File: config.mk
export PLATFORM = sky130hd
export DESIGN_NAME = cdm_port
export DESIGN_NICKNAME = d
export VERILOG_FILES = /design/src/verilog/cdm_pkg.sv /design/src/verilog/cdm_port.sv /design/src/verilog/cdm_rst_sync.sv
export SDC_FILE = /design/constraint.sdc
export NUM_CORES = 1
export LEC_CHECK = 0
export BUFFER_PORTS_ARGS = -buffer_cell sky130_fd_sc_hd__buf_4
export CAP_MARGIN = 0
export CORE_MARGIN = 1.5
export CORE_UTILIZATION = 25
export CTS_CLUSTER_DIAMETER = 60
export DETAILED_ROUTE_END_ITERATION = 10
export GPL_TIMING_DRIVEN = 0
export HOLD_SLACK_MARGIN = 0.02
export PLACE_DENSITY = 0.5
export RECOVER_POWER = 100
export SLEW_MARGIN = 20
export SYNTH_ARGS = -nofsm -noshare
export SYNTH_HDL_FRONTEND = slang
export SYNTH_SLANG_ARGS = --single-unit
export TNS_END_PERCENT = 100
File: constraint.sdc
create_clock -name core_clk -period 6.9 [get_ports core_clk]
set_input_delay 0.69 -clock core_clk [delete_from_list [all_inputs] [get_ports core_clk]]
set_output_delay 0.69 -clock core_clk [all_outputs]
set_load 0.03 [all_outputs]
File: src/verilog/cdm_pkg.sv
// constants and types shared by the core data memory port
package cdm_pkg;

  // register byte offsets on the wishbone slave
  localparam logic [7:0] CDM_OFS_ADDR = 8'h00;
  localparam logic [7:0] CDM_OFS_WDATA = 8'h04;
  localparam logic [7:0] CDM_OFS_CTRL = 8'h08;
  localparam logic [7:0] CDM_OFS_CMD = 8'h0C;
  localparam logic [7:0] CDM_OFS_STATUS = 8'h10;
  localparam logic [7:0] CDM_OFS_RDATA = 8'h14;

  // control register field positions
  localparam int CDM_CTRL_SIZE_LSB = 0;
  localparam int CDM_CTRL_DIR_BIT = 2;
  localparam int CDM_CTRL_LOCK_BIT = 3;
  localparam int CDM_CTRL_PRIV_BIT = 4;
  localparam int CDM_CTRL_SPEC_BIT = 5;
  localparam int CDM_CTRL_MODE_LSB = 6;
  localparam int CDM_CTRL_BEATS_LSB = 12;
  localparam logic [31:0] CDM_CTRL_MASK = 32'h0000_F7FF;

  // command and status bit positions
  localparam int CDM_CMD_GO_BIT = 0;
  localparam int CDM_ST_BUSY_BIT = 0;
  localparam int CDM_ST_ABORT_BIT = 1;
  localparam int CDM_ST_HALT_BIT = 2;
  localparam int CDM_ST_LOCK_BIT = 3;

  // reset values
  localparam logic [31:0] CDM_RST_ADDR = 32'h0000_0000;
  localparam logic [31:0] CDM_RST_WDATA = 32'h0000_0000;
  localparam logic [31:0] CDM_RST_CTRL = 32'h0000_1002;
  localparam logic [4:0] CDM_RST_MODE = 5'h13;

  // access size codes
  localparam logic [1:0] CDM_SIZE_BYTE = 2'h0;
  localparam logic [1:0] CDM_SIZE_HALF = 2'h1;
  localparam logic [1:0] CDM_SIZE_WORD = 2'h2;
  localparam logic [1:0] CDM_SIZE_RSVD = 2'h3;

  // port sequencer states
  typedef enum logic [1:0] {
    CDM_IDLE = 2'b00,
    CDM_ANNOUNCE = 2'b01,
    CDM_ACCESS = 2'b10,
    CDM_SPEC = 2'b11
  } cdm_state_t;

endpackage : cdm_pkg

File: src/verilog/cdm_port.sv
// core data memory port with a wishbone register front end
// Functional notes
// - drive 32-bit address of each data access
// - core drives write data when direction high
// - watchpoint at request end halts, enters debug
// - lock high across whole locked sequence
// - size code word 10, half 01, byte 00
// - burst flag high when sequential access follows
// - request low announces access next cycle
// - five-bit mode code valid with address
// - direction low read, high write, announced
// - speculative hint low flags address maybe needed
// - hint never together with request
// - privilege low user, high supervisor
// - sequential flag high when continuing previous address
// - outputs change and inputs sampled at rising edge
// - asynchronous active-low reset restarts known state
`timescale 1ns/10ps
module cdm_port (
  // clock, resets and wait-state enable
  input wire logic core_clk,
  input wire logic nrst,
  input wire logic core_reset_low,
  input wire logic wait_state_enable,
  // wishbone slave
  input wire logic cyc_i,
  input wire logic stb_i,
  input wire logic we_i,
  input wire logic [7:0] adr_i,
  input wire logic [3:0] sel_i,
  input wire logic [31:0] dat_i,
  output logic [31:0] dat_o,
  output logic ack_o,
  // data memory interface
  output logic [31:0] loadStoreAddress,
  output logic [31:0] writeData,
  input wire logic [31:0] readData,
  input wire logic accessFaultInput,
  input wire logic watchpointHaltInput,
  output logic busLockHold,
  output logic [1:0] accessSizeCode,
  output logic burstContinueFlag,
  output logic requestLow,
  output logic [4:0] accessModeCode,
  output logic directionSelect,
  output logic speculativeHintLow,
  output logic privilegeLevelSelect,
  output logic sequentialAccessFlag
);
  import cdm_pkg::*;

  // merge a write into a register under the byte enables
  function automatic logic [31:0] byteMerge(input logic [31:0] old, input logic [31:0] wr,
                                            input logic [3:0] sel);
    logic [31:0] res;
    res = old;
    for (int i = 0; i < 4; i++) begin
      if (sel[i]) begin
        res[8*i +: 8] = wr[8*i +: 8];
      end
    end
    return res;
  endfunction : byteMerge

  // address step for one access of the given size
  function automatic logic [31:0] sizeStep(input logic [1:0] size);
    logic [31:0] step;
    case (size)
      CDM_SIZE_BYTE: step = 32'h0000_0001;
      CDM_SIZE_HALF: step = 32'h0000_0002;
      default: step = 32'h0000_0004;
    endcase
    return step;
  endfunction : sizeStep

  logic portRstLow;
  logic ackQ;
  logic [31:0] datOQ;
  logic [31:0] addrRegQ;
  logic [31:0] wdataRegQ;
  logic [31:0] ctrlRegQ;
  cdm_state_t stateQ;
  cdm_state_t stateD;
  logic [3:0] remQ;
  logic [3:0] remD;
  logic [31:0] curAddrQ;
  logic [31:0] curAddrD;
  logic [31:0] addrOutQ;
  logic [31:0] addrOutD;
  logic [31:0] wdataOutQ;
  logic [4:0] modeOutQ;
  logic reqLowQ;
  logic reqLowD;
  logic seqQ;
  logic seqD;
  logic moreQ;
  logic moreD;
  logic lockQ;
  logic lockD;
  logic specLowQ;
  logic specLowD;
  logic dirQ;
  logic [1:0] sizeQ;
  logic privQ;
  logic abortSeenQ;
  logic haltedQ;
  logic [31:0] rdataQ;

  // reset for the port side, released on a clock edge
  cdm_rst_sync uRstSync (
    .core_clk(core_clk),
    .core_reset_low(core_reset_low),
    .portRstLow(portRstLow)
  );

  // bus decode
  wire busReq = cyc_i & stb_i;
  wire busWrite = busReq & we_i & ackQ;
  wire hitAddr = (adr_i == CDM_OFS_ADDR);
  wire hitWdata = (adr_i == CDM_OFS_WDATA);
  wire hitCtrl = (adr_i == CDM_OFS_CTRL);
  wire hitCmd = (adr_i == CDM_OFS_CMD);
  wire hitStatus = (adr_i == CDM_OFS_STATUS);
  wire hitRdata = (adr_i == CDM_OFS_RDATA);
  wire goPulse = busWrite & hitCmd & sel_i[0] & dat_i[CDM_CMD_GO_BIT];
  wire clrAbort = busWrite & hitStatus & sel_i[0] & dat_i[CDM_ST_ABORT_BIT];
  wire clrHalt = busWrite & hitStatus & sel_i[0] & dat_i[CDM_ST_HALT_BIT];
  wire busy = (stateQ != CDM_IDLE);

  // fields of the control register
  wire [1:0] ctrlSizeRaw = ctrlRegQ[CDM_CTRL_SIZE_LSB +: 2];
  wire [1:0] ctrlSize = (ctrlSizeRaw == CDM_SIZE_RSVD) ? CDM_SIZE_WORD : ctrlSizeRaw;
  wire ctrlDir = ctrlRegQ[CDM_CTRL_DIR_BIT];
  wire ctrlLock = ctrlRegQ[CDM_CTRL_LOCK_BIT];
  wire ctrlPriv = ctrlRegQ[CDM_CTRL_PRIV_BIT];
  wire ctrlSpec = ctrlRegQ[CDM_CTRL_SPEC_BIT];
  wire [4:0] ctrlMode = ctrlRegQ[CDM_CTRL_MODE_LSB +: 5];
  wire [3:0] ctrlBeats = ctrlRegQ[CDM_CTRL_BEATS_LSB +: 4];
  wire [3:0] beatsAfterFirst = (ctrlBeats == 4'h0) ? 4'h0 : ctrlBeats - 4'h1;
  wire startOk = goPulse & ~busy & ~haltedQ;

  // status word and read mux
  wire [31:0] statusWord = {28'h0000000, lockQ, haltedQ, abortSeenQ, busy};
  wire [31:0] readMux = hitAddr ? addrRegQ :
                        hitWdata ? wdataRegQ :
                        hitCtrl ? ctrlRegQ :
                        hitStatus ? statusWord :
                        hitRdata ? rdataQ : 32'h0000_0000;

  // wishbone slave: ack one cycle after the request, one cycle wide
  always_ff @(posedge core_clk) begin
    if (!nrst) begin
      ackQ <= 1'b0;
      datOQ <= 32'h0000_0000;
    end else if (wait_state_enable) begin
      ackQ <= busReq & ~ackQ;
      datOQ <= readMux;
    end
  end

  // software registers that steer the port
  always_ff @(posedge core_clk) begin
    if (!nrst) begin
      addrRegQ <= CDM_RST_ADDR;
      wdataRegQ <= CDM_RST_WDATA;
      ctrlRegQ <= CDM_RST_CTRL;
    end else if (wait_state_enable && busWrite) begin
      if (hitAddr) begin
        addrRegQ <= byteMerge(addrRegQ, dat_i, sel_i);
      end
      if (hitWdata) begin
        wdataRegQ <= byteMerge(wdataRegQ, dat_i, sel_i);
      end
      if (hitCtrl) begin
        ctrlRegQ <= byteMerge(ctrlRegQ, dat_i, sel_i) & CDM_CTRL_MASK;
      end
    end
  end

  // sequencer next state and announce values
  always_comb begin
    stateD = stateQ;
    remD = remQ;
    curAddrD = curAddrQ;
    addrOutD = addrOutQ;
    reqLowD = reqLowQ;
    seqD = seqQ;
    moreD = moreQ;
    lockD = lockQ;
    specLowD = 1'b1;
    case (stateQ)
      CDM_IDLE: begin
        if (startOk && ctrlSpec) begin
          stateD = CDM_SPEC;
          specLowD = 1'b0;
          addrOutD = addrRegQ;
          reqLowD = 1'b1;
        end else if (startOk) begin
          stateD = CDM_ANNOUNCE;
          remD = beatsAfterFirst;
          curAddrD = addrRegQ;
          reqLowD = 1'b0;
          seqD = 1'b0;
          moreD = (beatsAfterFirst != 4'h0);
          lockD = ctrlLock;
        end
      end
      CDM_ANNOUNCE: begin
        stateD = CDM_ACCESS;
        addrOutD = curAddrQ;
        reqLowD = (remQ == 4'h0);
        seqD = (remQ != 4'h0);
        moreD = (remQ > 4'h1);
      end
      CDM_ACCESS: begin
        if (remQ != 4'h0) begin
          remD = remQ - 4'h1;
          curAddrD = curAddrQ + sizeStep(sizeQ);
          addrOutD = curAddrQ + sizeStep(sizeQ);
          reqLowD = (remQ == 4'h1);
          seqD = (remQ != 4'h1);
          moreD = (remQ > 4'h2);
        end else begin
          stateD = CDM_IDLE;
          reqLowD = 1'b1;
          seqD = 1'b0;
          moreD = 1'b0;
          lockD = 1'b0;
        end
      end
      CDM_SPEC: begin
        stateD = CDM_IDLE;
      end
      default: begin
        stateD = CDM_IDLE;
        reqLowD = 1'b1;
      end
    endcase
  end

  // port sequencer and interface outputs, all from flops
  always_ff @(posedge core_clk or negedge portRstLow) begin
    if (!portRstLow) begin
      stateQ <= CDM_IDLE;
      remQ <= 4'h0;
      curAddrQ <= 32'h0000_0000;
      addrOutQ <= 32'h0000_0000;
      reqLowQ <= 1'b1;
      seqQ <= 1'b0;
      moreQ <= 1'b0;
      lockQ <= 1'b0;
      specLowQ <= 1'b1;
    end else if (wait_state_enable) begin
      stateQ <= stateD;
      remQ <= remD;
      curAddrQ <= curAddrD;
      addrOutQ <= addrOutD;
      reqLowQ <= reqLowD;
      seqQ <= seqD;
      moreQ <= moreD;
      lockQ <= lockD;
      specLowQ <= specLowD;
    end
  end

  // per-command attributes, announced with the first request
  always_ff @(posedge core_clk or negedge portRstLow) begin
    if (!portRstLow) begin
      dirQ <= 1'b0;
      sizeQ <= CDM_SIZE_WORD;
      privQ <= 1'b0;
      modeOutQ <= CDM_RST_MODE;
      wdataOutQ <= 32'h0000_0000;
    end else if (wait_state_enable && startOk) begin
      dirQ <= ctrlDir;
      sizeQ <= ctrlSize;
      privQ <= ctrlPriv;
      modeOutQ <= ctrlMode;
      wdataOutQ <= wdataRegQ;
    end
  end

  // results of each access; a hardware set beats a software clear
  always_ff @(posedge core_clk or negedge portRstLow) begin
    if (!portRstLow) begin
      abortSeenQ <= 1'b0;
      haltedQ <= 1'b0;
      rdataQ <= 32'h0000_0000;
    end else if (wait_state_enable) begin
      if (stateQ == CDM_ACCESS && !dirQ) begin
        rdataQ <= readData;
      end
      if (stateQ == CDM_ACCESS && accessFaultInput) begin
        abortSeenQ <= 1'b1;
      end else if (clrAbort) begin
        abortSeenQ <= 1'b0;
      end
      if (stateQ == CDM_ACCESS && watchpointHaltInput) begin
        haltedQ <= 1'b1;
      end else if (clrHalt) begin
        haltedQ <= 1'b0;
      end
    end
  end

  // output wiring
  assign dat_o = datOQ;
  assign ack_o = ackQ & wait_state_enable; // a frozen cycle shows no ack, so no write is lost
  assign loadStoreAddress = addrOutQ;
  assign writeData = wdataOutQ;
  assign busLockHold = lockQ;
  assign accessSizeCode = sizeQ;
  assign burstContinueFlag = moreQ;
  assign requestLow = reqLowQ;
  assign accessModeCode = modeOutQ;
  assign directionSelect = dirQ;
  assign speculativeHintLow = specLowQ;
  assign privilegeLevelSelect = privQ;
  assign sequentialAccessFlag = seqQ;

endmodule : cdm_port

File: src/verilog/cdm_rst_sync.sv
// reset synchroniser: asynchronous assertion, clocked release
`timescale 1ns/10ps
module cdm_rst_sync (
  // clock and asynchronous reset pin
  input wire logic core_clk,
  input wire logic core_reset_low,
  // reset for the port logic
  output logic portRstLow
);

  logic stage1Q;
  logic stage2Q;

  // two flops release the reset on a clock edge
  always_ff @(posedge core_clk or negedge core_reset_low) begin
    if (!core_reset_low) begin
      stage1Q <= 1'b0;
      stage2Q <= 1'b0;
    end else begin
      stage1Q <= 1'b1;
      stage2Q <= stage1Q;
    end
  end

  assign portRstLow = stage2Q;

endmodule : cdm_rst_sync

==> reports/metrics.cfg <==
[worst_setup_path]
cpPeakStageDelay_ns = 2.22
crit_path_start_kind = register
critical_path_required_ns = 6.91
critical_path.top_delay_family = buffers and inverters
reg2reg_from = uRstSync.portRstLow
ff2ff_setup_slack_ns = 3.18
worstReg2RegEnd = loadStoreAddress[10]
timing.setup.critical_path_class = register to async pin
critical_path.cell_chain = clkbuf_1
path_buf_inv = 1
crit_start = uRstSync.portRstLow
crit_arrival_ns = 3.72
worst_setup_path_end_kind = async pin
logic_depth_of_the_worst_register_to_register_path = 1
largest_fanout_of_any_net_on_the_critical_path = 51
crit_slowest_cell = sky130_fd_sc_hd__clkbuf_1

[timing]
finalHoldViolCount = 0
post-route-min-period_ns = 3.72
transition_time_at_the_pin_with_the_least_slew_margin_ns = 3.06
setup-violations-final = 0
grt_setup_unrepaired = false
final.setup_skew_ns = 0.0143
timing.final.max_slew_violations = 136
final.hold.worst_slack_ns = 0.340
finalWorstSetupSlack_ns = 3.18
slew_headroom_pct = -104
fmax_ghz = 0.269
final_min_period_over_clock_period_pct = 53.8

[yosys]
ys_ff_latch = 264
synthMostInstantiatedCell = sky130_fd_sc_hd__dfrtp_1
synthMuxAreaShare_pct = 13.9
syn_area_sq_um = 12900
synth_top_cell_area_share_pct = 28.4
synth_simple_gate_area_share_pct = 15.5
number_of_enable_type_register_cells_in_the_synthesized_netlist = 0
yosys.area_share.adder_pct = 1.13
post_synth_inst_count = 1306
most_frequent_cells_after_synthesis = sky130_fd_sc_hd__dfrtp_1, sky130_fd_sc_hd__nand2_1, sky130_fd_sc_hd__dfxtp_1
synthesis.nets = 1402
post_synthesis_compound_gate_area_fraction_pct = 17.9
synth.top_cells.by_area = sky130_fd_sc_hd__dfrtp_1, sky130_fd_sc_hd__dfxtp_1, sky130_fd_sc_hd__mux2_2, sky130_fd_sc_hd__mux2i_1, sky130_fd_sc_hd__nand2_1
synth_area_per_inst_sq_um = 9.85
synth.yosys.warnings = 0
async_reset_ff_share_pct = 57.6
cell_taking_the_most_area_after_synthesis = sky130_fd_sc_hd__dfrtp_1
dominant_combinational_cell_family_by_area_after_synthesis = compound AO/OA/AOI/OAI gates
synthDistinctLibCells = 77
ys_dominant_reg_cell = sky130_fd_sc_hd__dfrtp_1
synth-xor-area-share_pct = 0.545
synth-seq-area-share_pct = 47.1

[power]
share_seq_of_total_power_pct = 37.0
p_leak_nw = 6.20
power_per_cell_area_nw_per_um2 = 352
comb_pwr_share_pct = 31.9
internal_power_mw = 3.46
power.switching_mw = 2.10
ir_drop_mv = 0.211
power.share.switching_pct = 37.8
clock_power_share_pct = 31.0

[cts]
cts.reportedPaths.clkPinSlew_ns = 0.06
tritoncts.num_buffers = 31
cts_buffer_depth = 3
cts_num_sinks = 264
htreeDepth = 1
root_buffer = sky130_fd_sc_hd__clkbuf_16
clk-insertion-delay-late_ns = 0.58
tritoncts_clock_tree = built

[outcome]
failed_checks = max-capacitance violations, max-slew violations
run_status = complete, but fails checks

[worst_hold_path]
min-delay-path-class = register to async pin

[floorplanning]
pin_count = 196
floorplan.initialDensity_pct = 25.5
fp.dieH_um = 230
rows = 82
core_outline_area_sq_um = 50500
die_w_um = 230
fp.dieArea_sq_um = 52800

[layout]
number_of_fill_cells = 5384
nets = 1631
antenna_cells = 0
layout-drive-gt1-share_pct = 16.0
final_cell_area_sq_um = 15800
area_delta_synth_final_pct = 22.7

[global_route]
antenna_found_initial = 1
largest_net_degree_at_the_start_of_global_routing = 52
grt_pass1_vias = 11300
grtUsageTotal_pct = 18.9
grt_overflow = 0
first_pass_grt_wire_length_um = 75800

[detailed_routing]
route.detailed.drc = 0
drt_pass1_iterations = 5
first_iter_violations = 844
total_wirelength_of_the_detailed_routed_design_um = 50900
num_vias = 11200
avgViaCountPerCell = 5.03
postRouteAntennaNets = 0
drt-wirelength-per-cell_um = 22.8

[flow_run]
cap_viol_max_count = 3

[placement]
detailedPlace.worstSlack_ns = 3.63
dp.final_hpwl_um = 38800
portBuffers = 192
gpl.final_weighted_congestion = 0.901
total_placed_instance_area_sq_um = 15200

## through the flow
stage | instances | setup TNS [ns] | total power, mW | utilization [%]
floorplan | 1306 | 0 | 3.20 | -
CTS | 2232 | 0 | 5.68 | 32.3
detailed placement | 2173 | 0 | 3.95 | 30.2
global placement | 2170 | -3.29 | 3.92 | 30.0
global route | 2232 | 0 | 5.86 | 31.3
finish | 2232 | 0 | 5.56 | 31.3
## power by group through the flow
| stage | registers [mW] | clock network, mW | logic (mW) |
|---|---|---|---|
| final | 2.06 | 1.72 | 1.78 |
| after global routing | 2.10 | 1.83 | 1.92 |
| after CTS | 2.06 | 1.76 | 1.86 |
| after detailed placement | 2.09 | 0 | 1.86 |
| after global placement | 2.10 | 0 | 1.82 |
| after floorplan | 2.21 | 0 | 0.983 |
## per-layer routing
layer  up-vias  part of all wire [%]  global-route usage, %
li1       5221                     -                      -
met5         -                     0                      0
met3        54                   5.8                   3.14
met4         0                   1.7                   4.47
met1      5598                    46                   26.1
met2       359                    47                   30.8
## placed cells by master (no fill, tap or decap), drive strengths merged, types with 11 or more instances in the layout
cell type	n
and3	11
mux2	89
clkbuf	256
a22o	20
nand3	51
a21boi	35
o21ai	81
mux2i	69
nand2	129
nor2	50
dfxtp	112
a2bb2oi	13
o22ai	16
a221oi	25
nand4	12
nor3	17
dfrtp	146
nor2b	67
inv	23
a21oi	72
buf	96
## logic make-up after synthesis
group                      after synthesis
AOI/OAI and AO/OA                      343
other                                    1
adders and majority gates               11
DFF                                    264
muxes                                  162
buffers and inverters                  127
and+or+nand+nor                        390
xor gates and xnor gates                 8
## registers in the layout, summed over array words and instances, names as in the netlist
| name | cells |
|---|---|
| uRstSync.portRstLow | 1 |
| remQ | 4 |
| ackQ | 1 |
| sequentialAccessFlag | 1 |
| directionSelect | 1 |
| writeData | 32 |
| accessModeCode | 5 |
| busLockHold | 1 |
| haltedQ | 1 |
| accessSizeCode | 2 |
| stateQ | 2 |
| uRstSync.stage1Q | 1 |
| dat_o | 32 |
| requestLow | 1 |
| curAddrQ | 32 |
| addrRegQ | 32 |
| abortSeenQ | 1 |
| speculativeHintLow | 1 |
| loadStoreAddress | 32 |
| ctrlRegQ | 15 |
| privilegeLevelSelect | 1 |
| rdataQ | 32 |
| wdataRegQ | 32 |
| burstContinueFlag | 1 |
## final cells by class
cell class / instances / area (sq um) / area share, %
inverter: 19 / 71.3 / 0.452
timing repair buffer: 196 / 1050 / 6.68
clock buffer: 49 / 965 / 6.11
multi-input combinational: 915 / 6260 / 39.7
tap: 672 / 841 / 5.33
buffer: 108 / 422 / 2.67
clock inverter: 9 / 114 / 0.721
sequential: 264 / 6050 / 38.4
## what timing repair did
item	4_1_cts	5_1_grt
hold buffers	1	0
endpoints found under the hold margin	2	0
setup buffers	0	0
resized for setup	0	0
## worst max-delay path by stage
stage / depth (start not counted) / end / slack, ns
final: 1 / loadStoreAddress[10] / 3.18
after global routing: 1 / loadStoreAddress[13] / 2.56
after CTS: 10 / loadStoreAddress[8] / 3.65
after detailed placement: 8 / addrRegQ[24] / 3.63
after global placement: 0 / loadStoreAddress[10] / -0.04
after floorplan: 0 / abortSeenQ / 2.36
No activity file was read; power rests on OpenSTA's default activity.
